File: src/hw/lca_pkg.sv
// Purpose: shared constants and types of the logic and compare datapath
// Assumes: byte-wide operands, 16-bit memory addresses
// Notes:   every window bound and datapath reset value lives here, with the borrow bit positions; done and error reset to 1'b0 in lca_exec
package lca_pkg;

  localparam int          DATA_W      = 8;
  localparam int          ADDR_W      = 16;
  localparam int          NIB_W       = 4;

  // Short direct window, inclusive bounds
  localparam logic [15:0] SADDR_LO    = 16'hfe20;
  localparam logic [15:0] SADDR_HI    = 16'hff1f;
  // Fixed page for page-offset indirect access
  localparam logic [7:0]  PAGE_HI     = 8'hfe;

  localparam logic [7:0]  BYTE_RST    = 8'h00;
  localparam logic [15:0] ADDR_RST    = 16'h0000;
  localparam logic        FLAG_RST    = 1'b0;

  typedef enum logic [1:0] {
    OP_AND     = 2'h0,
    OP_OR      = 2'h1,
    OP_XOR     = 2'h2,
    COMPARE_OP = 2'h3
  } lca_op_type;

  typedef enum logic [3:0] {
    M_IMM       = 4'h0,  // A, #byte
    M_REG       = 4'h1,  // r, r'
    M_SADDR_SRC = 4'h2,  // A, saddr
    M_SFR_SRC   = 4'h3,  // A, sfr
    M_PAGE      = 4'h4,  // A, [page_offset_register]
    M_PTR1      = 4'h5,  // A, [pointer_pair_one]
    M_PTR2      = 4'h6,  // A, [pointer_pair_two]
    M_INDEX     = 4'h7,  // A, word[index_register]
    M_SADDR_DST = 4'h8,  // saddr, #byte
    M_SFR_DST   = 4'h9   // sfr, #byte
  } lca_mode_type;

  typedef enum logic [2:0] {
    DST_NONE = 3'h0,
    DST_ACC  = 3'h1,
    DST_REG  = 3'h2,
    DST_SFR  = 3'h3,
    DST_MEM  = 3'h4
  } lca_dest_type;

  // Gray order along idle, fetch, execute, store
  typedef enum logic [1:0] {
    ST_IDLE  = 2'b00,
    ST_FETCH = 2'b01,
    ST_EXEC  = 2'b11,
    ST_STORE = 2'b10
  } lca_state_type;

  function automatic logic lca_in_saddr(input logic [15:0] addr);
    lca_in_saddr = (addr >= SADDR_LO) && (addr <= SADDR_HI);
  endfunction : lca_in_saddr

  function automatic logic lca_is_mem(input lca_mode_type mode);
    lca_is_mem = (mode == M_SADDR_SRC) || (mode == M_PAGE) || (mode == M_PTR1) ||
                 (mode == M_PTR2) || (mode == M_INDEX) || (mode == M_SADDR_DST);
  endfunction : lca_is_mem

endpackage : lca_pkg

File: src/hw/lca_alu_if.sv
// Purpose: carries one operation between the sequencer and the arithmetic core
// Assumes: purely combinational path, one clock domain
// Notes:   core modport computes, user modport drives operands
`timescale 1ns/100ps
`default_nettype none
interface lca_alu_if;
  lca_pkg::lca_op_type op;
  logic [7:0]          opa;
  logic [7:0]          opb;
  logic [7:0]          res;
  logic                zero;
  logic                half_borrow;
  logic                borrow;
  logic                upd_carries;

  modport core (input op, input opa, input opb,
                output res, output zero, output half_borrow, output borrow,
                output upd_carries);
  modport user (output op, output opa, output opb,
                input res, input zero, input half_borrow, input borrow,
                input upd_carries);
endinterface : lca_alu_if
`default_nettype wire

File: src/hw/lca_alu_core.sv
// Purpose: bitwise and compare arithmetic on two bytes
// Assumes: operands stable for the whole evaluating cycle
// Notes:   compare result is the difference, never written back by the caller
`timescale 1ns/100ps
`default_nettype none
module lca_alu_core (
  // Operation and result
  lca_alu_if.core alu
);

  logic [8:0] diff;
  logic [4:0] low_diff;

  always_comb begin
    diff     = {1'b0, alu.opa} - {1'b0, alu.opb};
    low_diff = {1'b0, alu.opa[3:0]} - {1'b0, alu.opb[3:0]};
    unique case (alu.op)
      lca_pkg::OP_AND: alu.res = alu.opa & alu.opb;
      lca_pkg::OP_OR:  alu.res = alu.opa | alu.opb;
      lca_pkg::OP_XOR: alu.res = alu.opa ^ alu.opb;
      lca_pkg::COMPARE_OP: alu.res = diff[7:0];
    endcase
    alu.zero        = (alu.res == lca_pkg::BYTE_RST);
    alu.half_borrow = low_diff[lca_pkg::NIB_W];
    alu.borrow      = diff[lca_pkg::DATA_W];
    alu.upd_carries = (alu.op == lca_pkg::COMPARE_OP);
  end

endmodule : lca_alu_core
`default_nettype wire

File: src/hw/lca_exec.sv
// Purpose: sequencer of byte logic and compare operations with flag keeping
// Assumes: memory port answers with a one-cycle ack, same clock as the core
// Notes:   register operands are sampled when a request is taken
`timescale 1ns/100ps
`default_nettype none
module lca_exec (
  // Clock and reset
  input  wire  logic                  clk_i,
  input  wire  logic                  nrst_i,
  // Request
  input  wire  logic                  req_valid_i,
  output logic                        req_ready_o,
  input  wire  lca_pkg::lca_op_type   req_op_i,
  input  wire  lca_pkg::lca_mode_type req_mode_i,
  input  wire  logic [7:0]            req_imm_i,
  input  wire  logic [15:0]           req_word_i,
  // Operand values from the register file
  input  wire  logic [7:0]            acc_i,
  input  wire  logic [7:0]            reg_first_i,
  input  wire  logic [7:0]            reg_second_i,
  input  wire  logic [7:0]            sfr_i,
  input  wire  logic [7:0]            index_register_i,
  input  wire  logic [7:0]            page_offset_register_i,
  input  wire  logic [15:0]           pointer_pair_one_i,
  input  wire  logic [15:0]           pointer_pair_two_i,
  // Memory port
  output logic                        mem_req_o,
  output logic                        mem_we_o,
  output logic [15:0]                 mem_addr_o,
  output logic [7:0]                  mem_wdata_o,
  input  wire  logic                  mem_ack_i,
  input  wire  logic [7:0]            mem_rdata_i,
  // Completion and write back
  output logic                        done_o,
  output logic                        addr_err_o,
  output logic [7:0]                  result_o,
  output lca_pkg::lca_dest_type       wb_dest_o,
  // Flags
  output logic                        zero_flag_o,
  output logic                        auxiliary_carry_flag_o,
  output logic                        carry_flag_o
);

  lca_pkg::lca_state_type state_reg, state_next;
  lca_pkg::lca_op_type    op_reg,    op_next;
  lca_pkg::lca_mode_type  mode_reg,  mode_next;
  lca_pkg::lca_dest_type  dest_reg,  dest_next;
  logic [7:0]             a_reg,     a_next;
  logic [7:0]             b_reg,     b_next;
  logic [15:0]            addr_reg,  addr_next;
  logic [7:0]             res_reg,   res_next;
  logic                   z_reg,     z_next;
  logic                   aux_reg,   aux_next;
  logic                   carry_reg, carry_next;
  logic                   done_reg,  done_next;
  logic                   err_reg,   err_next;
  logic                   take;

  lca_alu_if alu_bus ();

  lca_alu_core lca_alu_core_i (
    .alu (alu_bus.core)
  );

  assign alu_bus.op  = op_reg;
  assign alu_bus.opa = a_reg;
  assign alu_bus.opb = b_reg;

  assign take        = req_valid_i && (state_reg == lca_pkg::ST_IDLE);
  assign req_ready_o = (state_reg == lca_pkg::ST_IDLE);
  assign mem_req_o   = (state_reg == lca_pkg::ST_FETCH) || (state_reg == lca_pkg::ST_STORE);
  assign mem_we_o    = (state_reg == lca_pkg::ST_STORE);
  assign mem_addr_o  = addr_reg;
  assign mem_wdata_o = res_reg;
  assign done_o      = done_reg;
  assign addr_err_o  = err_reg;
  assign result_o    = res_reg;
  assign wb_dest_o   = dest_reg;
  assign zero_flag_o            = z_reg;
  assign auxiliary_carry_flag_o = aux_reg;
  assign carry_flag_o           = carry_reg;

  always_comb begin
    state_next = state_reg;
    op_next    = op_reg;
    mode_next  = mode_reg;
    dest_next  = dest_reg;
    a_next     = a_reg;
    b_next     = b_reg;
    addr_next  = addr_reg;
    res_next   = res_reg;
    z_next     = z_reg;
    aux_next   = aux_reg;
    carry_next = carry_reg;
    done_next  = 1'b0;
    err_next   = 1'b0;
    unique case (state_reg)
      lca_pkg::ST_IDLE: begin
        if (take) begin
          op_next   = req_op_i;
          mode_next = req_mode_i;
          a_next    = acc_i;
          b_next    = req_imm_i;
          addr_next = req_word_i;
          unique case (req_mode_i)
            lca_pkg::M_REG: begin
              a_next = reg_first_i;
              b_next = reg_second_i;
            end
            lca_pkg::M_SFR_SRC: b_next = sfr_i;
            lca_pkg::M_SFR_DST: a_next = sfr_i;
            lca_pkg::M_PAGE: addr_next = {lca_pkg::PAGE_HI, page_offset_register_i};
            lca_pkg::M_PTR1: addr_next = pointer_pair_one_i;
            lca_pkg::M_PTR2: addr_next = pointer_pair_two_i;
            lca_pkg::M_INDEX: addr_next = req_word_i + {8'h00, index_register_i};
            default: ;
          endcase
          if (((req_mode_i == lca_pkg::M_SADDR_SRC) || (req_mode_i == lca_pkg::M_SADDR_DST))
              && !lca_pkg::lca_in_saddr(req_word_i)) begin
            err_next  = 1'b1;
            done_next = 1'b1;
            dest_next = lca_pkg::DST_NONE;
          end else if (lca_pkg::lca_is_mem(req_mode_i)) begin
            state_next = lca_pkg::ST_FETCH;
          end else begin
            state_next = lca_pkg::ST_EXEC;
          end
        end
      end
      lca_pkg::ST_FETCH: begin
        if (mem_ack_i) begin
          if (mode_reg == lca_pkg::M_SADDR_DST) begin
            a_next = mem_rdata_i;
          end else begin
            b_next = mem_rdata_i;
          end
          state_next = lca_pkg::ST_EXEC;
        end
      end
      lca_pkg::ST_EXEC: begin
        res_next = alu_bus.res;
        z_next   = alu_bus.zero;
        if (alu_bus.upd_carries) begin
          carry_next = alu_bus.borrow;
          aux_next   = alu_bus.half_borrow;
        end
        if (op_reg == lca_pkg::COMPARE_OP) begin
          dest_next  = lca_pkg::DST_NONE;
          done_next  = 1'b1;
          state_next = lca_pkg::ST_IDLE;
        end else if (mode_reg == lca_pkg::M_SADDR_DST) begin
          state_next = lca_pkg::ST_STORE;
        end else begin
          unique case (mode_reg)
            lca_pkg::M_REG:     dest_next = lca_pkg::DST_REG;
            lca_pkg::M_SFR_DST: dest_next = lca_pkg::DST_SFR;
            default:            dest_next = lca_pkg::DST_ACC;
          endcase
          done_next  = 1'b1;
          state_next = lca_pkg::ST_IDLE;
        end
      end
      lca_pkg::ST_STORE: begin
        if (mem_ack_i) begin
          dest_next  = lca_pkg::DST_MEM;
          done_next  = 1'b1;
          state_next = lca_pkg::ST_IDLE;
        end
      end
    endcase
  end

  always_ff @(posedge clk_i or negedge nrst_i) begin
    if (!nrst_i) begin
      state_reg <= lca_pkg::ST_IDLE;
      op_reg    <= lca_pkg::OP_AND;
      mode_reg  <= lca_pkg::M_IMM;
      dest_reg  <= lca_pkg::DST_NONE;
      a_reg     <= lca_pkg::BYTE_RST;
      b_reg     <= lca_pkg::BYTE_RST;
      addr_reg  <= lca_pkg::ADDR_RST;
      res_reg   <= lca_pkg::BYTE_RST;
      z_reg     <= lca_pkg::FLAG_RST;
      aux_reg   <= lca_pkg::FLAG_RST;
      carry_reg <= lca_pkg::FLAG_RST;
      done_reg  <= 1'b0;
      err_reg   <= 1'b0;
    end else begin
      state_reg <= state_next;
      op_reg    <= op_next;
      mode_reg  <= mode_next;
      dest_reg  <= dest_next;
      a_reg     <= a_next;
      b_reg     <= b_next;
      addr_reg  <= addr_next;
      res_reg   <= res_next;
      z_reg     <= z_next;
      aux_reg   <= aux_next;
      carry_reg <= carry_next;
      done_reg  <= done_next;
      err_reg   <= err_next;
    end
  end

  property p_and_mem;
    @(posedge clk_i) disable iff (!nrst_i)
      (state_reg == lca_pkg::ST_EXEC && op_reg == lca_pkg::OP_AND &&
       lca_pkg::lca_is_mem(mode_reg) && mode_reg != lca_pkg::M_SADDR_DST)
      |=> (res_reg == ($past(a_reg) & $past(b_reg))) && dest_reg == lca_pkg::DST_ACC && done_o;
  endproperty
  a_and_mem: assert property (p_and_mem) else $error("AND with memory wrong");

  property p_index_addr;
    @(posedge clk_i) disable iff (!nrst_i)
      (take && req_mode_i == lca_pkg::M_INDEX)
      |=> addr_reg == $past(req_word_i) + {8'h00, $past(index_register_i)};
  endproperty
  a_index_addr: assert property (p_index_addr) else $error("Indexed address wrong");

  property p_logic_keeps;
    @(posedge clk_i) disable iff (!nrst_i)
      (state_reg == lca_pkg::ST_EXEC && op_reg != lca_pkg::COMPARE_OP)
      |=> $stable(carry_reg) && $stable(aux_reg);
  endproperty
  a_logic_keeps: assert property (p_logic_keeps) else $error("Logic op changed carry");

  property p_imm_xor;
    @(posedge clk_i) disable iff (!nrst_i)
      (take && req_mode_i == lca_pkg::M_IMM && req_op_i == lca_pkg::OP_XOR)
      |=> ##1 res_reg == ($past(acc_i, 2) ^ $past(req_imm_i, 2)) && dest_reg == lca_pkg::DST_ACC;
  endproperty
  a_imm_xor: assert property (p_imm_xor) else $error("Immediate XOR wrong");

  property p_saddr_window;
    @(posedge clk_i) disable iff (!nrst_i)
      (take && req_mode_i == lca_pkg::M_SADDR_DST && !lca_pkg::lca_in_saddr(req_word_i))
      |=> addr_err_o && state_reg == lca_pkg::ST_IDLE && !mem_req_o;
  endproperty
  a_saddr_window: assert property (p_saddr_window) else $error("Window miss not refused");

  property p_page;
    @(posedge clk_i) disable iff (!nrst_i)
      (take && req_mode_i == lca_pkg::M_PAGE)
      |=> mem_req_o && mem_addr_o == {lca_pkg::PAGE_HI, $past(page_offset_register_i)};
  endproperty
  a_page: assert property (p_page) else $error("Page address wrong");

  property p_sfr_wb;
    @(posedge clk_i) disable iff (!nrst_i)
      (state_reg == lca_pkg::ST_EXEC && mode_reg == lca_pkg::M_SFR_DST &&
       op_reg != lca_pkg::COMPARE_OP)
      |=> done_o && dest_reg == lca_pkg::DST_SFR;
  endproperty
  a_sfr_wb: assert property (p_sfr_wb) else $error("Special register not written");

  // A new request may be taken while done stands, so only a store and a write back are ruled out
  property p_compare_nowrite;
    @(posedge clk_i) disable iff (!nrst_i)
      (state_reg == lca_pkg::ST_EXEC && op_reg == lca_pkg::COMPARE_OP)
      |=> (dest_reg == lca_pkg::DST_NONE && !mem_we_o) [*2];
  endproperty
  a_compare_nowrite: assert property (p_compare_nowrite) else $error("Compare stored");

  property p_compare_carry;
    @(posedge clk_i) disable iff (!nrst_i)
      (state_reg == lca_pkg::ST_EXEC && op_reg == lca_pkg::COMPARE_OP)
      |=> carry_reg == ($past(a_reg) < $past(b_reg))
          && aux_reg == ($past(a_reg[3:0]) < $past(b_reg[3:0]));
  endproperty
  a_compare_carry: assert property (p_compare_carry) else $error("Compare flags wrong");

  property p_zero;
    @(posedge clk_i) disable iff (!nrst_i)
      (state_reg == lca_pkg::ST_EXEC) |=> z_reg == (res_reg == lca_pkg::BYTE_RST);
  endproperty
  a_zero: assert property (p_zero) else $error("Zero flag wrong");

endmodule : lca_exec
`default_nettype wire

File: config.mk
export PLATFORM = sky130hd
export DESIGN_NAME = lca_exec
export DESIGN_NICKNAME = d
export VERILOG_FILES = /design/src/hw/lca_pkg.sv /design/src/hw/lca_alu_if.sv /design/src/hw/lca_alu_core.sv /design/src/hw/lca_exec.sv
export SDC_FILE = /design/constraint.sdc
export NUM_CORES = 1
export LEC_CHECK = 0
export BUFFER_PORTS_ARGS = -buffer_cell sky130_fd_sc_hd__buf_2
export CORE_MARGIN = 4
export CORE_UTILIZATION = 30
export CTS_CLUSTER_SIZE = 16
export DETAILED_ROUTE_END_ITERATION = 10
export PLACE_DENSITY = 0.58
export SLEW_MARGIN = 5
export SYNTH_ARGS = -nofsm -noshare
export SYNTH_HDL_FRONTEND = slang
export SYNTH_SLANG_ARGS = --single-unit
File: constraint.sdc
create_clock -name clk_i -period 2.9 [get_ports clk_i]
set_clock_uncertainty 0.2 [all_clocks]
set_input_delay 0 -clock clk_i [delete_from_list [all_inputs] [get_ports clk_i]]
set_output_delay 0 -clock clk_i [all_outputs]
set_load 0.01 [all_outputs]
==> metrics.md <==
| Metric | Value |
|---|---|
| Status | finished clean |
| Clock buffer count from CTS | 5 |
| Finished Layout Cells | 954 |
| Fin Setup TNS | 0 ns |
| Max-cap violations | 0 |
| Async SR Flop Fraction | 1.00 |
| Synth area leaders | dfrtp_1 (31%), ha_1 (9.8%), o21ai_0 (7.1%), nand2_1 (6.9%), mux2i_1 (5.7%) |
| Peak VDD IR | 358 µV |
| Slew headroom | 0.274 |
| Syn nets | 720 |
| Die height | 132 µm |
| Synthesis-stage register bit count | 56 |
| Synth warnings | 0 |
| Maximum clock rate | 353 MHz |
| Cell Area, Synth | 4580 µm² |
| Yosys top cell area share | 0.306 |
| Req. time, crit path | 2.90 ns |
| Critical path type | register to register |
| Area leader, netlist | dfrtp_1 |
| DIE AREA | 17300 µm² |
| Largest net degree at the start of global routing | 57 |
| I/O Buffers | 164 |
| Synthesized area per cell | 8.18 µm² |
| Most common cell after layout, fill and taps aside | buf_2 |
| # fillers | 1513 |
| Final setup viols | 0 |
| Most frequent cells in the layout | buf_2 (164), nand2_1 (84), o21ai_0 (63) |
| Total Routing Usage GR | 0.166 |
| Post-route ant nets | 0 |
| DR vias | 4646 |
| Final #Nets | 929 |
| First-pass GRT wire length | 23.6 mm |
| P per Cell Area | 806 nW/µm² |
| # IOs | 165 |
| Skew-Pair Late Insertion Delay | 0.31 ns |
| Unique cell type count in the Yosys netlist | 54 |
| Overall routed net length | 14.6 mm |
| Post-Place Worst Slack | 0.156 ns |
| Vias in the first global route | 4761 |
| Wire length per cell | 15.3 µm |
| Number of flip-flops in the largest register | 16 |
| Number of antenna diodes | 0 |
| Most used DFF post-synth | dfrtp_1 |
| Row cnt | 44 |
| P_leak | 3.09 nW |
| Seq/Total Area, Yosys | 0.306 |
| Design area | 6360 µm² |
| DRT Pass-1 Iters | 4 |
| Starting Density | 0.310 |
| Crit path capture type | register |
| DP Area | 5550 µm² |
| Final hold viol count | 0 |
| Sequential Area | 1400 µm² |
| GP Congestion | 0.878 |
| Max Fanout on Critical Path | 3 |
| Die Wd | 132 µm |
| Core Region | 14800 µm² |
| Crit path DAT | 2.83 ns |
| DRC | 0 |
| Crit path time final | 2.83 ns |
| Total gr overflow | 0 |
| CTS tree | done |
| DP HPWL | 11.1 mm |
| Reg clk slew, reported paths | 0.08 ns |
| CTS H-tree lvls | 2 |
| Dpl cells | 883 |
| Worst-Margin Slew | 1.09 ns |
| Area of the multi-input gates | 2860 µm² |
| Post-synth EDFFs | 0 |
| Final WS setup | 0.0700 ns |
| Area Growth Syn to Fin | 38.9% |
| Period utilisation layout | 0.976 |
| Bufs on Longest Clock Path | 2 |
| Share of layout cells above drive strength 1 | 0.279 |
| Min-delay worst type | input port to register |
| Initial DRC count | 226 |
| Startpoint Class | register |
| Max-slew violation count | 0 |
| Root buf cell | clkbuf_16 |
| PnR Total Power | 5.13 mW |
| Synth Instances | 560 |
| Initial antenna violation count | 1 |
| Avg Vias per Cell | 4.87 |
| CTS sink cnt | 56 |
## synth_stat cells (all sizes together), types with 8 or more instances
master,number
o21ai,67
inv,44
buf,13
mux2,11
xor2,11
nor2b,8
nand2,84
a21oi,28
a221oi,17
nand2b,12
clkbuf,26
ha,36
nor2,47
dfrtp,56
mux2i,26
nand3,9
## per-stage QoR
stage | util | hold slack (ns)
final | 0.431 | 0.00291
after global routing | 0.431 | 0.0340
after CTS | 0.429 | 0.000403
after detailed placement | 0.376 | 0.00932
after global placement | 0.376 | 0.0145
after floorplan | - | -0.496
## critical path, stage by stage, from the launching register on
cell and delay (ns):
dfrtp_1 0.38, inv_1 0.10, ha_1 0.17, inv_1 0.05, fa_1 0.37, nor3b_1 0.15, nor3_1 0.19, o21ai_0 0.22
a2111oi_2 0.47, a311oi_2 0.10, mux2_2 0.30
## report_power, final
group | internal [mW] | switching, mW
Clock | 0.347 | 0.318
Combinational | 1.39 | 1.67
Sequential | 1.15 | 0.261
## kinds of logic (layout without fill, tap and decap cells)
family	Yosys count	in the layout	synth area share
AOI/OAI and AO/OA	144	144	0.195
DFF	56	56	0.306
xor gates and xnor gates	18	18	0.0344
adders and majority gates	38	38	0.107
buffers and inverters	83	293	0.0768
muxes	41	41	0.104
and+or+nand+nor	180	180	0.177
## what timing repair did
action,4_1_cts,5_1_grt
buffers inserted,0,1
gates resized for setup,0,11
endpoints found under the hold margin,97,0
hold buffers,62,0
endpoints found under the setup margin,0,9
## final cells by class
| cell class | instances | share of cell area |
|---|---|---|
| multi-input combinational | 421 | 0.449 |
| clock inverter | 2 | 0.00216 |
| tap | 184 | 0.0362 |
| inverter | 44 | 0.0260 |
| clock buffer | 6 | 0.0218 |
| timing repair buffer | 241 | 0.244 |
| sequential | 56 | 0.220 |
## per-layer routing
metal	GRT usage	part of all wire	routed length, µm
met5	0	0.00089	13
met4	0.0338	0.010	146
met3	0.0413	0.064	932
met2	0.292	0.48	7040
met1	0.208	0.44	6470
## worst paths after layout
path	startpoint	end	slack, ns	cells past startpoint
max	a_reg[0]	mem_wdata_o[6]	0.07	10
min	reg_second_i[5]	alu_bus.opb[5]	0.003	5
max reg2reg	a_reg[0]	mem_wdata_o[6]	0.07	10
min reg2reg	carry_flag_o	carry_flag_o	0.28	2
max in group asynchronous	nrst_i	mode_reg[0]	1.82	3
min in group asynchronous	nrst_i	mem_wdata_o[0]	0.17	3
Power figures use the tool's default switching activity.
